<file path="config.mk">
export PLATFORM = sky130hd
export DESIGN_NAME = lbudc_top
export DESIGN_NICKNAME = d
export VERILOG_FILES = /design/src/shared/lbudc_pkg.sv /design/src/logic/lbudc_top.sv
export SDC_FILE = /design/constraint.sdc
export NUM_CORES = 1
export LEC_CHECK = 0
export BUFFER_PORTS_ARGS = -buffer_cell sky130_fd_sc_hd__buf_4
export CELL_PAD_IN_SITES_DETAIL_PLACEMENT = 1
export CELL_PAD_IN_SITES_GLOBAL_PLACEMENT = 1
export CORE_ASPECT_RATIO = 0.75
export CORE_MARGIN = 3
export CORE_UTILIZATION = 54
export CTS_BUF_LIST = sky130_fd_sc_hd__clkbuf_4 sky130_fd_sc_hd__clkbuf_8
export DETAILED_ROUTE_END_ITERATION = 8
export PLACE_DENSITY_LB_ADDON = 0.3
export SYNTH_ARGS = -nofsm -noshare
export SYNTH_HDL_FRONTEND = slang
export SYNTH_SLANG_ARGS = --single-unit
</file>
<file path="constraint.sdc">
create_clock -name MCLK_I -period 7.8 [get_ports MCLK_I]
set_input_delay 1.56 -clock MCLK_I [delete_from_list [all_inputs] [get_ports MCLK_I]]
set_output_delay 1.56 -clock MCLK_I [all_outputs]
set_load 0.02 [all_outputs]
</file>
<file path="src/shared/lbudc_pkg.sv">
// constants for the local bus user logic with dma requests and user clock
// assumes one 200 MHz clock and a bridge acting as local bus master
package lbudc_pkg;
  // ==========================================================
  // address map inside the user memory window
  localparam logic [20:0] OFS_TTL_DATA = 21'h008008;
  localparam logic [20:0] OFS_TTL_DIR = 21'h008010;
  localparam logic [20:0] OFS_DMA_CTL = 21'h008028;
  localparam logic [20:0] OFS_DMA_SIZE0 = 21'h00802c;
  localparam logic [20:0] OFS_DMA_SIZE1 = 21'h008030;
  localparam logic [20:0] SRAM_BASE = 21'h100000;
  localparam logic [20:0] SRAM_LAST = 21'h1fffff;
  localparam int SRAM_SEL_BIT = 20;
  // ==========================================================
  // widths and field positions
  localparam int BUS_DW = 32;
  localparam int SRAM_AW = 18;
  localparam int SRAM_DW = 36;
  localparam int FIFO_DEPTH = 16;
  localparam int FIFO_W = SRAM_AW + 4 + BUS_DW;
  localparam int SIZE_W = 18;
  localparam logic [31:0] SIZE_MAX = 32'h00003fff;
  localparam int CTL_CH0 = 0;
  localparam int CTL_CH1 = 1;
  localparam int CTL_CLKSEL = 8;
  // ==========================================================
  // reset values
  localparam logic [7:0] RST_DIR = 8'h00;
  localparam logic [15:0] RST_TTL = 16'h0000;
  localparam logic [31:0] RST_SIZE = 32'h00000000;
  // ==========================================================
  // timing
  localparam int SRAM_LAT = 2;
  localparam longint MCLK_HZ = 200000000;
  localparam longint UCLK_HZ = 50000000;
  localparam longint UCLK_MIN_HZ = 10000000;
  localparam longint UCLK_MAX_HZ = 100000000;
  localparam int UCLK_HALF = int'(MCLK_HZ / (2 * UCLK_HZ));
  localparam logic [3:0] UCLK_HALF_M1 = 4'(UCLK_HALF - 1);
endpackage

</file>
<file path="src/logic/lbudc_top.sv">
// local bus target, sram window, demand dma requests, user clock, ttl pads
// assumes the bridge is local master and all inputs are synchronous to MCLK_I
`timescale 1ns/1ps
`default_nettype none

// ==========================================================
// fifo
module lbudc_fifo #(
  parameter int WIDTH = 8,
  parameter int DEPTH = 16
) (
  input wire logic clk_i, // clock
  input wire logic rst_i, // sync reset
  input wire logic in_valid_i, // push request
  output logic in_ready_o, // not full
  input wire logic [WIDTH-1:0] in_data_i, // push data
  output logic out_valid_o, // not empty
  input wire logic out_ready_i, // pop request
  output logic [WIDTH-1:0] out_data_o // head word
);
  localparam int AW = $clog2(DEPTH);
  typedef struct packed {
    logic [AW:0] wp;
    logic [AW:0] rp;
  } lbudc_fifo_state_t;
  lbudc_fifo_state_t q, next_q;
  logic [WIDTH-1:0] mem [DEPTH];
  logic push, pop;

  always_comb
  begin
    in_ready_o = (q.wp - q.rp) != (AW+1)'(DEPTH);
    out_valid_o = q.wp != q.rp;
    out_data_o = mem[q.rp[AW-1:0]];
    push = in_valid_i && in_ready_o;
    pop = out_valid_o && out_ready_i;
    next_q = q;
    if (push)
    begin
      next_q.wp = q.wp + 1'b1;
    end
    if (pop)
    begin
      next_q.rp = q.rp + 1'b1;
    end
  end

  always_ff @(posedge clk_i)
  begin
    if (rst_i)
    begin
      q <= '0;
    end
    else
    begin
      q <= next_q;
    end
    if (push)
    begin
      mem[q.wp[AW-1:0]] <= in_data_i;
    end
  end
endmodule

// ==========================================================
// top
module lbudc_top (
  input wire logic MCLK_I, // board clock
  input wire logic SRST_I, // sync reset, high
  input wire logic LOCAL_ADDRESS_STROBE_N_I, // one per data cycle
  input wire logic [20:2] LADDR_I, // word address in window
  input wire logic [3:0] LBE_N_I, // byte enables, low
  input wire logic LWNR_I, // 1 write, 0 read
  input wire logic [31:0] LD_I, // write data
  output logic [31:0] LD_O, // read data
  output logic LD_OE_O, // data bus drive
  output logic LREADY_N_O, // transfer done, low
  output logic LOCAL_BUS_BACKOFF_REQUEST_O, // bus takeover request
  output logic DMA_REQUEST_CH0_N_O, // channel 0 demand
  output logic DMA_REQUEST_CH1_N_O, // channel 1 demand
  input wire logic BRIDGE_USER_OUTPUT_CLOCK_SELECT_I, // 1 crystal, 0 user clock
  output logic USER_CLK_O, // generated user clock
  output logic [17:0] SRAM_A_O, // sram address
  output logic SRAM_CE_N_O, // sram cycle, low
  output logic SRAM_WE_N_O, // sram write, low
  output logic [3:0] SRAM_BW_N_O, // sram byte writes, low
  input wire logic [35:0] SRAM_D_I, // sram read data
  output logic [35:0] SRAM_D_O, // sram write data
  output logic SRAM_D_OE_O, // sram data drive
  input wire logic [15:0] TTL_I, // ttl pad levels
  output logic [15:0] TTL_O, // ttl pad value
  output logic [15:0] TTL_OE_O // ttl pad pulls low
);
  typedef enum logic [2:0] {S_IDLE, S_REG, S_WPUSH, S_RWAIT, S_RPIPE, S_DONE} lbudc_st_t;
  typedef struct packed {
    lbudc_st_t st;
    logic [20:2] addr;
    logic wr;
    logic [3:0] be_n;
    logic lready;
    logic [31:0] ld;
    logic ld_oe;
    logic backoff;
    logic [7:0] dir;
    logic [15:0] ttl_data;
    logic [15:0] ttl_oe;
    logic [15:0] ttl_o;
    logic [1:0] ctl;
    logic [31:0] size0;
    logic [31:0] size1;
    logic [17:0] rem0;
    logic [17:0] rem1;
    logic [1:0] dreq_n;
    logic [17:0] sa;
    logic sce_n;
    logic swe_n;
    logic [3:0] sbw_n;
    logic sw0;
    logic sw1;
    logic [31:0] wd0;
    logic [31:0] wd1;
    logic [35:0] sdo;
    logic sdoe;
    logic rs0;
    logic rs1;
    logic rs2;
    logic [3:0] div;
    logic uclk;
  } lbudc_state_t;
  lbudc_state_t q, next_q;

  logic fifo_in_ready, fifo_out_valid, fifo_out_ready;
  logic [lbudc_pkg::FIFO_W-1:0] fifo_out_data;
  logic [20:0] byte_addr;

  function automatic logic [31:0] lbudc_merge(input logic [31:0] old,
                                              input logic [31:0] wd,
                                              input logic [3:0] be_n);
    logic [31:0] r;
    r = old;
    for (int i = 0; i < 4; i++)
    begin
      if (!be_n[i])
      begin
        r[i*8 +: 8] = wd[i*8 +: 8];
      end
    end
    return r;
  endfunction

  // ==========================================================
  // write buffer towards the sram; a full buffer stalls the bus ready
  lbudc_fifo #(
    .WIDTH(lbudc_pkg::FIFO_W),
    .DEPTH(lbudc_pkg::FIFO_DEPTH)
  ) i_lbudc_fifo (
    .clk_i(MCLK_I),
    .rst_i(SRST_I),
    .in_valid_i(q.st == S_WPUSH),
    .in_ready_o(fifo_in_ready),
    .in_data_i({q.addr[19:2], q.be_n, LD_I}),
    .out_valid_o(fifo_out_valid),
    .out_ready_i(fifo_out_ready),
    .out_data_o(fifo_out_data)
  );

  assign byte_addr = {q.addr, 2'b00};
  // no write may start while a read owns the sram data bus
  assign fifo_out_ready = !(q.rs0 || q.rs1 || q.rs2);

  always_comb
  begin
    logic issue;
    logic [31:0] merged;
    issue = 1'b0;
    merged = lbudc_merge({30'h0, q.ctl}, LD_I, q.be_n);
    next_q = q;
    next_q.lready = 1'b0;
    next_q.sce_n = 1'b1;
    next_q.swe_n = 1'b1;
    next_q.sbw_n = 4'hf;
    next_q.backoff = 1'b0;
    next_q.ttl_o = '0;
    // ----- sram pipeline: address at t, data at t+2
    next_q.sw1 = q.sw0;
    next_q.wd1 = q.wd0;
    next_q.sw0 = 1'b0;
    next_q.sdoe = q.sw1;
    next_q.sdo = {4'h0, q.wd1};
    next_q.rs1 = q.rs0;
    next_q.rs2 = q.rs1;
    next_q.rs0 = 1'b0;
    if (fifo_out_valid && fifo_out_ready)
    begin
      issue = 1'b1;
      next_q.sce_n = 1'b0;
      next_q.swe_n = 1'b0;
      next_q.sa = fifo_out_data[53:36];
      next_q.sbw_n = fifo_out_data[35:32];
      next_q.sw0 = 1'b1;
      next_q.wd0 = fifo_out_data[31:0];
    end
    // ----- local bus target
    case (q.st)
      S_IDLE:
      begin
        if (!LOCAL_ADDRESS_STROBE_N_I)
        begin
          next_q.addr = LADDR_I;
          next_q.wr = LWNR_I;
          next_q.be_n = LBE_N_I;
          if (!LADDR_I[lbudc_pkg::SRAM_SEL_BIT])
          begin
            next_q.st = S_REG;
          end
          else
          begin
            next_q.st = LWNR_I ? S_WPUSH : S_RWAIT;
          end
        end
      end
      S_REG:
      begin
        next_q.lready = 1'b1;
        next_q.ld_oe = !q.wr;
        next_q.st = S_DONE;
        next_q.ld = '0;
        case (byte_addr)
          lbudc_pkg::OFS_TTL_DATA:
          begin
            next_q.ld = {16'h0000, TTL_I};
            if (q.wr)
            begin
              next_q.ttl_data = 16'(lbudc_merge({16'h0000, q.ttl_data}, LD_I, q.be_n));
            end
          end
          lbudc_pkg::OFS_TTL_DIR:
          begin
            next_q.ld = {24'h000000, q.dir};
            if (q.wr)
            begin
              next_q.dir = 8'(lbudc_merge({24'h000000, q.dir}, LD_I, q.be_n));
            end
          end
          lbudc_pkg::OFS_DMA_CTL:
          begin
            next_q.ld = {23'h000000, BRIDGE_USER_OUTPUT_CLOCK_SELECT_I, 6'h00, q.ctl};
            if (q.wr)
            begin
              next_q.ctl = merged[1:0];
            end
          end
          lbudc_pkg::OFS_DMA_SIZE0:
          begin
            next_q.ld = q.size0;
            if (q.wr)
            begin
              next_q.size0 = lbudc_merge(q.size0, LD_I, q.be_n);
            end
          end
          lbudc_pkg::OFS_DMA_SIZE1:
          begin
            next_q.ld = q.size1;
            if (q.wr)
            begin
              next_q.size1 = lbudc_merge(q.size1, LD_I, q.be_n);
            end
          end
          default:
          begin
            next_q.ld = '0;
          end
        endcase
      end
      S_WPUSH:
      begin
        if (fifo_in_ready)
        begin
          next_q.lready = 1'b1;
          next_q.st = S_DONE;
        end
      end
      S_RWAIT:
      begin
        // reads wait behind buffered writes so they see fresh data
        if (!fifo_out_valid && !q.sw0 && !q.sw1 && !q.sdoe)
        begin
          issue = 1'b1;
          next_q.sce_n = 1'b0;
          next_q.sa = q.addr[19:2];
          next_q.rs0 = 1'b1;
          next_q.st = S_RPIPE;
        end
      end
      S_RPIPE:
      begin
        if (q.rs2)
        begin
          next_q.ld = SRAM_D_I[31:0];
          next_q.ld_oe = 1'b1;
          next_q.lready = 1'b1;
          next_q.st = S_DONE;
        end
      end
      S_DONE:
      begin
        next_q.ld_oe = 1'b0;
        next_q.st = S_IDLE;
      end
      default:
      begin
        next_q.st = S_IDLE;
      end
    endcase
    // ----- demand dma: load on request, count moved long words
    if (next_q.ctl[0] && !q.ctl[0])
    begin
      next_q.rem0 = 18'(q.size0 & lbudc_pkg::SIZE_MAX);
    end
    else if (issue && q.ctl[0] && q.rem0 != '0)
    begin
      next_q.rem0 = q.rem0 - 1'b1;
    end
    if (next_q.ctl[1] && !q.ctl[1])
    begin
      next_q.rem1 = 18'(q.size1 & lbudc_pkg::SIZE_MAX);
    end
    else if (issue && q.ctl[1] && q.rem1 != '0 && !(q.ctl[0] && q.rem0 != '0))
    begin
      next_q.rem1 = q.rem1 - 1'b1;
    end
    // a set by software in the same cycle wins over the completion clear
    if (q.ctl[0] && q.rem0 == '0 && !(q.st == S_REG && q.wr && byte_addr ==
        lbudc_pkg::OFS_DMA_CTL && merged[0]))
    begin
      next_q.ctl[0] = 1'b0;
    end
    if (q.ctl[1] && q.rem1 == '0 && !(q.st == S_REG && q.wr && byte_addr ==
        lbudc_pkg::OFS_DMA_CTL && merged[1]))
    begin
      next_q.ctl[1] = 1'b0;
    end
    next_q.dreq_n[0] = !(next_q.ctl[0] && next_q.rem0 != '0);
    next_q.dreq_n[1] = !(next_q.ctl[1] && next_q.rem1 != '0);
    // ----- open drain ttl: pad pulls low only for an output bit of zero
    for (int i = 0; i < 16; i++)
    begin
      next_q.ttl_oe[i] = next_q.dir[i/2] && !next_q.ttl_data[i];
    end
    // ----- user clock, 200/4 = 50 MHz, inside the 10..100 MHz band
    if (q.div == lbudc_pkg::UCLK_HALF_M1)
    begin
      next_q.div = '0;
      next_q.uclk = !q.uclk;
    end
    else
    begin
      next_q.div = q.div + 1'b1;
    end
  end

  always_ff @(posedge MCLK_I)
  begin
    if (SRST_I)
    begin
      q <= '0;
      q.st <= S_IDLE;
      q.dir <= lbudc_pkg::RST_DIR;
      q.ttl_data <= lbudc_pkg::RST_TTL;
      q.size0 <= lbudc_pkg::RST_SIZE;
      q.size1 <= lbudc_pkg::RST_SIZE;
      q.dreq_n <= 2'h3;
      q.sce_n <= 1'b1;
      q.swe_n <= 1'b1;
      q.sbw_n <= 4'hf;
    end
    else
    begin
      q <= next_q;
    end
  end

  assign LD_O = q.ld;
  assign LD_OE_O = q.ld_oe;
  assign LREADY_N_O = !q.lready;
  assign LOCAL_BUS_BACKOFF_REQUEST_O = q.backoff;
  assign DMA_REQUEST_CH0_N_O = q.dreq_n[0];
  assign DMA_REQUEST_CH1_N_O = q.dreq_n[1];
  assign USER_CLK_O = q.uclk;
  assign SRAM_A_O = q.sa;
  assign SRAM_CE_N_O = q.sce_n;
  assign SRAM_WE_N_O = q.swe_n;
  assign SRAM_BW_N_O = q.sbw_n;
  assign SRAM_D_O = q.sdo;
  assign SRAM_D_OE_O = q.sdoe;
  assign TTL_O = q.ttl_o;
  assign TTL_OE_O = q.ttl_oe;
endmodule
`default_nettype wire

</file>
==> results.md <==
* Final Core Density at 61.54%
* Residual antenna-violating net count after detailed routing at 0
* CP startpoint kind: register
* EDFF count, synth at 864
* Clock root buffer master: sky130_fd_sc_hd__clkbuf_8
* P_leak at 17.56 nW
* Mean routed wirelength per cell at 28.48 microns
* Die span in x at 347.3 microns
* Max-slew violation count at 0
* Synth warn at 0
* Cell count after synthesis at 2926
* Vias after detailed routing at 27100
* Req. time, crit path at 8530 ps
* Summed instance area of the synthesized netlist at 47190 sq um
* Terminus of the critical flop-to-flop path: DMA_REQUEST_CH0_N_O
* Ratio of final minimum period to clock period at 59.11%
* Post-CTS Setup Inserts at 0
* Start point of the critical path: i_lbudc_fifo.q[7]
* Overall routed net length at 125100 microns
* Setup Viol. Count Final at 0
* Time the worst path needs with I/O delays and setup at 4610 ps
* H-Tree Level Count at 4
* CP Max Fanout at 34
* Post-route worst setup slack at 3190 ps
* Filler cell count at 7805
* DIE AREA at 91000 sq um
* Count of unique library cells instantiated by Yosys at 62
* Number of buffers inserted during clock tree synthesis at 178
* Post-CTS Hold Buffers at 0
* Number of register bits inferred by synthesis at 1214
* Fraction of final layout cells sized beyond drive strength 1 at 27.64%
* Highest achievable clock rate at 216.9 MHz
* Path type of the worst setup path: reg -> reg
* Power density of the placed cells at 294.7 nW/um^2
* Site row count at 93
* Post-route insts no fill at 4391
* Multi-input gate area at 12830 sq um
* Total core area at 86220 sq um
* RSZ-0062 raised after global routing: no
* Number of instances in the placed design at 4053
* Setup TNS after final layout at 0 ps
* Vias per Instance at 6.173
* Part of the Yosys area used for sequential elements at 69.83%
* GRT Total Usage at 27.62%
* Average cell area after synthesis at 16.13 sq um
* Reg-to-reg slack, setup at 3190 ps
* Final Hold Vio Count at 0
* Worst-Margin Slew at 1358 ps
* Count of boundary I/O pins at 243
* Worst-case vdd ir drop at 0.2273 mV
* First drt pass iteration count at 9
* Overall overflow remaining after global route at 0
* PostCTS Resize Cnt at 0
* Port bufs at 217
* HP Start: next_q[18]
* Sequential cell area at 32960 sq um
* Arrival time of data at the critical path endpoint at 5340 ps
* Outcome: finished, final reports clean
* Largest net degree at the start of global routing at 186
* CTS tree: built
* Type of destination of the critical path: register
* Vias in the first global route at 28700
* Critical path capture point: DMA_REQUEST_CH0_N_O
* First-pass GRT wire length at 185900 microns
* Number of nets in the finished design at 3218
* Layout area overhead at 12.46%
* Count of clock tree sinks at 1214
* Top_reg_cell synth: sky130_fd_sc_hd__edfxtp_1
* Depth of the worst register-to-register path at 10
* Number of buffers between clock root and the deepest sink at 3
* Routability Congestion at 0.8457
* Clock-pin slew on the worst setup and hold paths at 60 ps
* Vertical die dimension at 262 microns
* Clock latency of the later-clocked register in the worst-skew pair at 850 ps
* Number of violations of the max-capacitance limit at 0
* Initial core utilization at 54.72%
* Post-placement worst setup slack at 3216 ps
* HP Class: reg -> reg
* Number of antenna violations at the first check in global routing at 1
* DR iter-0 viols at 3048
* Reg-to-reg startpoint: i_lbudc_fifo.q[7]
* Worst slew slack as a fraction of its limit at 9.079%
* Hpwl dp at 70640 microns
* Final routed DRC violation total at 0
* Clock skew at 44.36 ps
* FFs w/ async S/R, synth at 0%
-- critical path, cell delays in order, from the launching register on --
cell and delay, ps:
sky130_fd_sc_hd__dfxtp_1 630, sky130_fd_sc_hd__ha_1 360, sky130_fd_sc_hd__nand4_1 260, sky130_fd_sc_hd__o21a_4 570
sky130_fd_sc_hd__buf_4 640, sky130_fd_sc_hd__o2111ai_1 620, sky130_fd_sc_hd__or3b_2 650, sky130_fd_sc_hd__o31ai_1 90
sky130_fd_sc_hd__a22o_1 200, sky130_fd_sc_hd__a21oi_1 80, sky130_fd_sc_hd__o41ai_1 350
-- layout by cell type (no fill, tap or decap), drive strengths merged, types with 47 or more instances in the layout --
cell type,count
dfxtp,350
nand2,246
nor2,147
mux2i,50
mux4,270
clkbuf,272
a21oi,158
edfxtp,864
buf,262
clkinv,47
nor2b,84
nand3,74
-- how the worst min path moves through the flow --
stage                     slack (ps)  depth (start not counted)            to
final                            440                          1   SRAM_D_O[9]
after global routing             460                          1  SRAM_D_O[12]
after CTS                        440                          1  SRAM_D_O[22]
after detailed placement         430                          1  SRAM_D_O[26]
after global placement           430                          1  SRAM_D_O[26]
after floorplan                  410                          1   SRAM_D_O[0]
-- flip-flops by register name, summed over array words and instances, names as in the netlist, 4 cells and up, named ones only --
name,cells
i_lbudc_fifo.q,10
i_lbudc_fifo.mem,864
next_q,68
SRAM_D_O,32
LD_O,32
TTL_OE_O,16
byte_addr,19
SRAM_BW_N_O,4
q,140
SRAM_A_O,18
-- routing by layer --
layer,part of all wire (%),vias up,global-route usage [%]
li1,-,11470,-
met1,40,14280,37.62
met2,50,1148,46.24
met3,6.9,212,4.194
met4,2.6,0,9.415
met5,0,-,0
-- power by group --
group	total [mW]	internal (mW)	switching (mW)	leakage (nW)
logic	2.53	1.12	1.41	4.86
registers	7.73	7.34	0.391	10.7
clock network	5.37	2.85	2.52	2.02
total	15.6	11.3	4.32	17.6
-- synthesized netlist by cell type (7+ instances only) --
master / count / area share [%]
sky130_fd_sc_hd__edfxtp_1: 864 / 55
sky130_fd_sc_hd__dfxtp_1: 350 / 15
sky130_fd_sc_hd__mux4_2: 270 / 13
sky130_fd_sc_hd__nand2_1: 246 / 2.0
sky130_fd_sc_hd__a21oi_1: 158 / 1.7
sky130_fd_sc_hd__nor2_1: 147 / 1.2
sky130_fd_sc_hd__buf_4: 124 / 2.0
sky130_fd_sc_hd__clkbuf_1: 123 / 0.98
sky130_fd_sc_hd__nor2b_1: 84 / 1.1
sky130_fd_sc_hd__nand3_1: 74 / 0.78
sky130_fd_sc_hd__mux2i_1: 50 / 1.1
sky130_fd_sc_hd__nor3_1: 34 / 0.36
sky130_fd_sc_hd__a211oi_1: 33 / 0.53
sky130_fd_sc_hd__buf_1: 32 / 0.25
sky130_fd_sc_hd__nor4_1: 25 / 0.33
sky130_fd_sc_hd__a22oi_1: 24 / 0.38
sky130_fd_sc_hd__xnor2_1: 24 / 0.45
sky130_fd_sc_hd__and2_1: 21 / 0.28
sky130_fd_sc_hd__or3_1: 21 / 0.28
sky130_fd_sc_hd__a22o_1: 18 / 0.33
sky130_fd_sc_hd__o21ai_0: 16 / 0.17
sky130_fd_sc_hd__buf_2: 15 / 0.16
sky130_fd_sc_hd__a222oi_1: 14 / 0.30
sky130_fd_sc_hd__inv_1: 14 / 0.11
sky130_fd_sc_hd__ha_1: 13 / 0.34
sky130_fd_sc_hd__mux2_2: 13 / 0.31
sky130_fd_sc_hd__xor2_1: 13 / 0.24
sky130_fd_sc_hd__or4_1: 12 / 0.19
sky130_fd_sc_hd__a221oi_1: 11 / 0.20
sky130_fd_sc_hd__nand2b_1: 10 / 0.13
sky130_fd_sc_hd__nand3b_1: 7 / 0.11
-- cell families (layout without fill, tap and decap cells) --
kind of cell	Yosys count	in the layout	synth area share, %
mux	333	333	14.26
simple gates	715	715	7.295
flops	1214	1214	69.83
compound gates	304	304	4.073
xor+xnor	37	37	0.6868
fa+ha+maj	13	13	0.3447
buf+inv	309	612	3.500
other cells	1	23	0.007947
-- layout make-up --
class | count | share of cell area [%]
sequential | 1214 | 62.12
multi-input combinational | 1423 | 24.19
clock buffer | 272 | 6.277
timing repair buffer | 262 | 3.792
tap | 1140 | 2.688
clock inverter | 64 | 0.8253
inverter | 14 | 0.09903
antenna | 2 | 0.009432
-- metrics by stage --
stage                     hold WS (ps)  total power [mW]  area [sq um]
after global routing             460.7             16.24         53060
after CTS                        443.6             15.76         53050
after floorplan                  413.8             9.512         47260
final                            444.7             15.64         53060
after detailed placement         427.0             10.40         49280
after global placement           431.9             10.27         49280
Note: power is estimated with default switching activity, not from simulation.
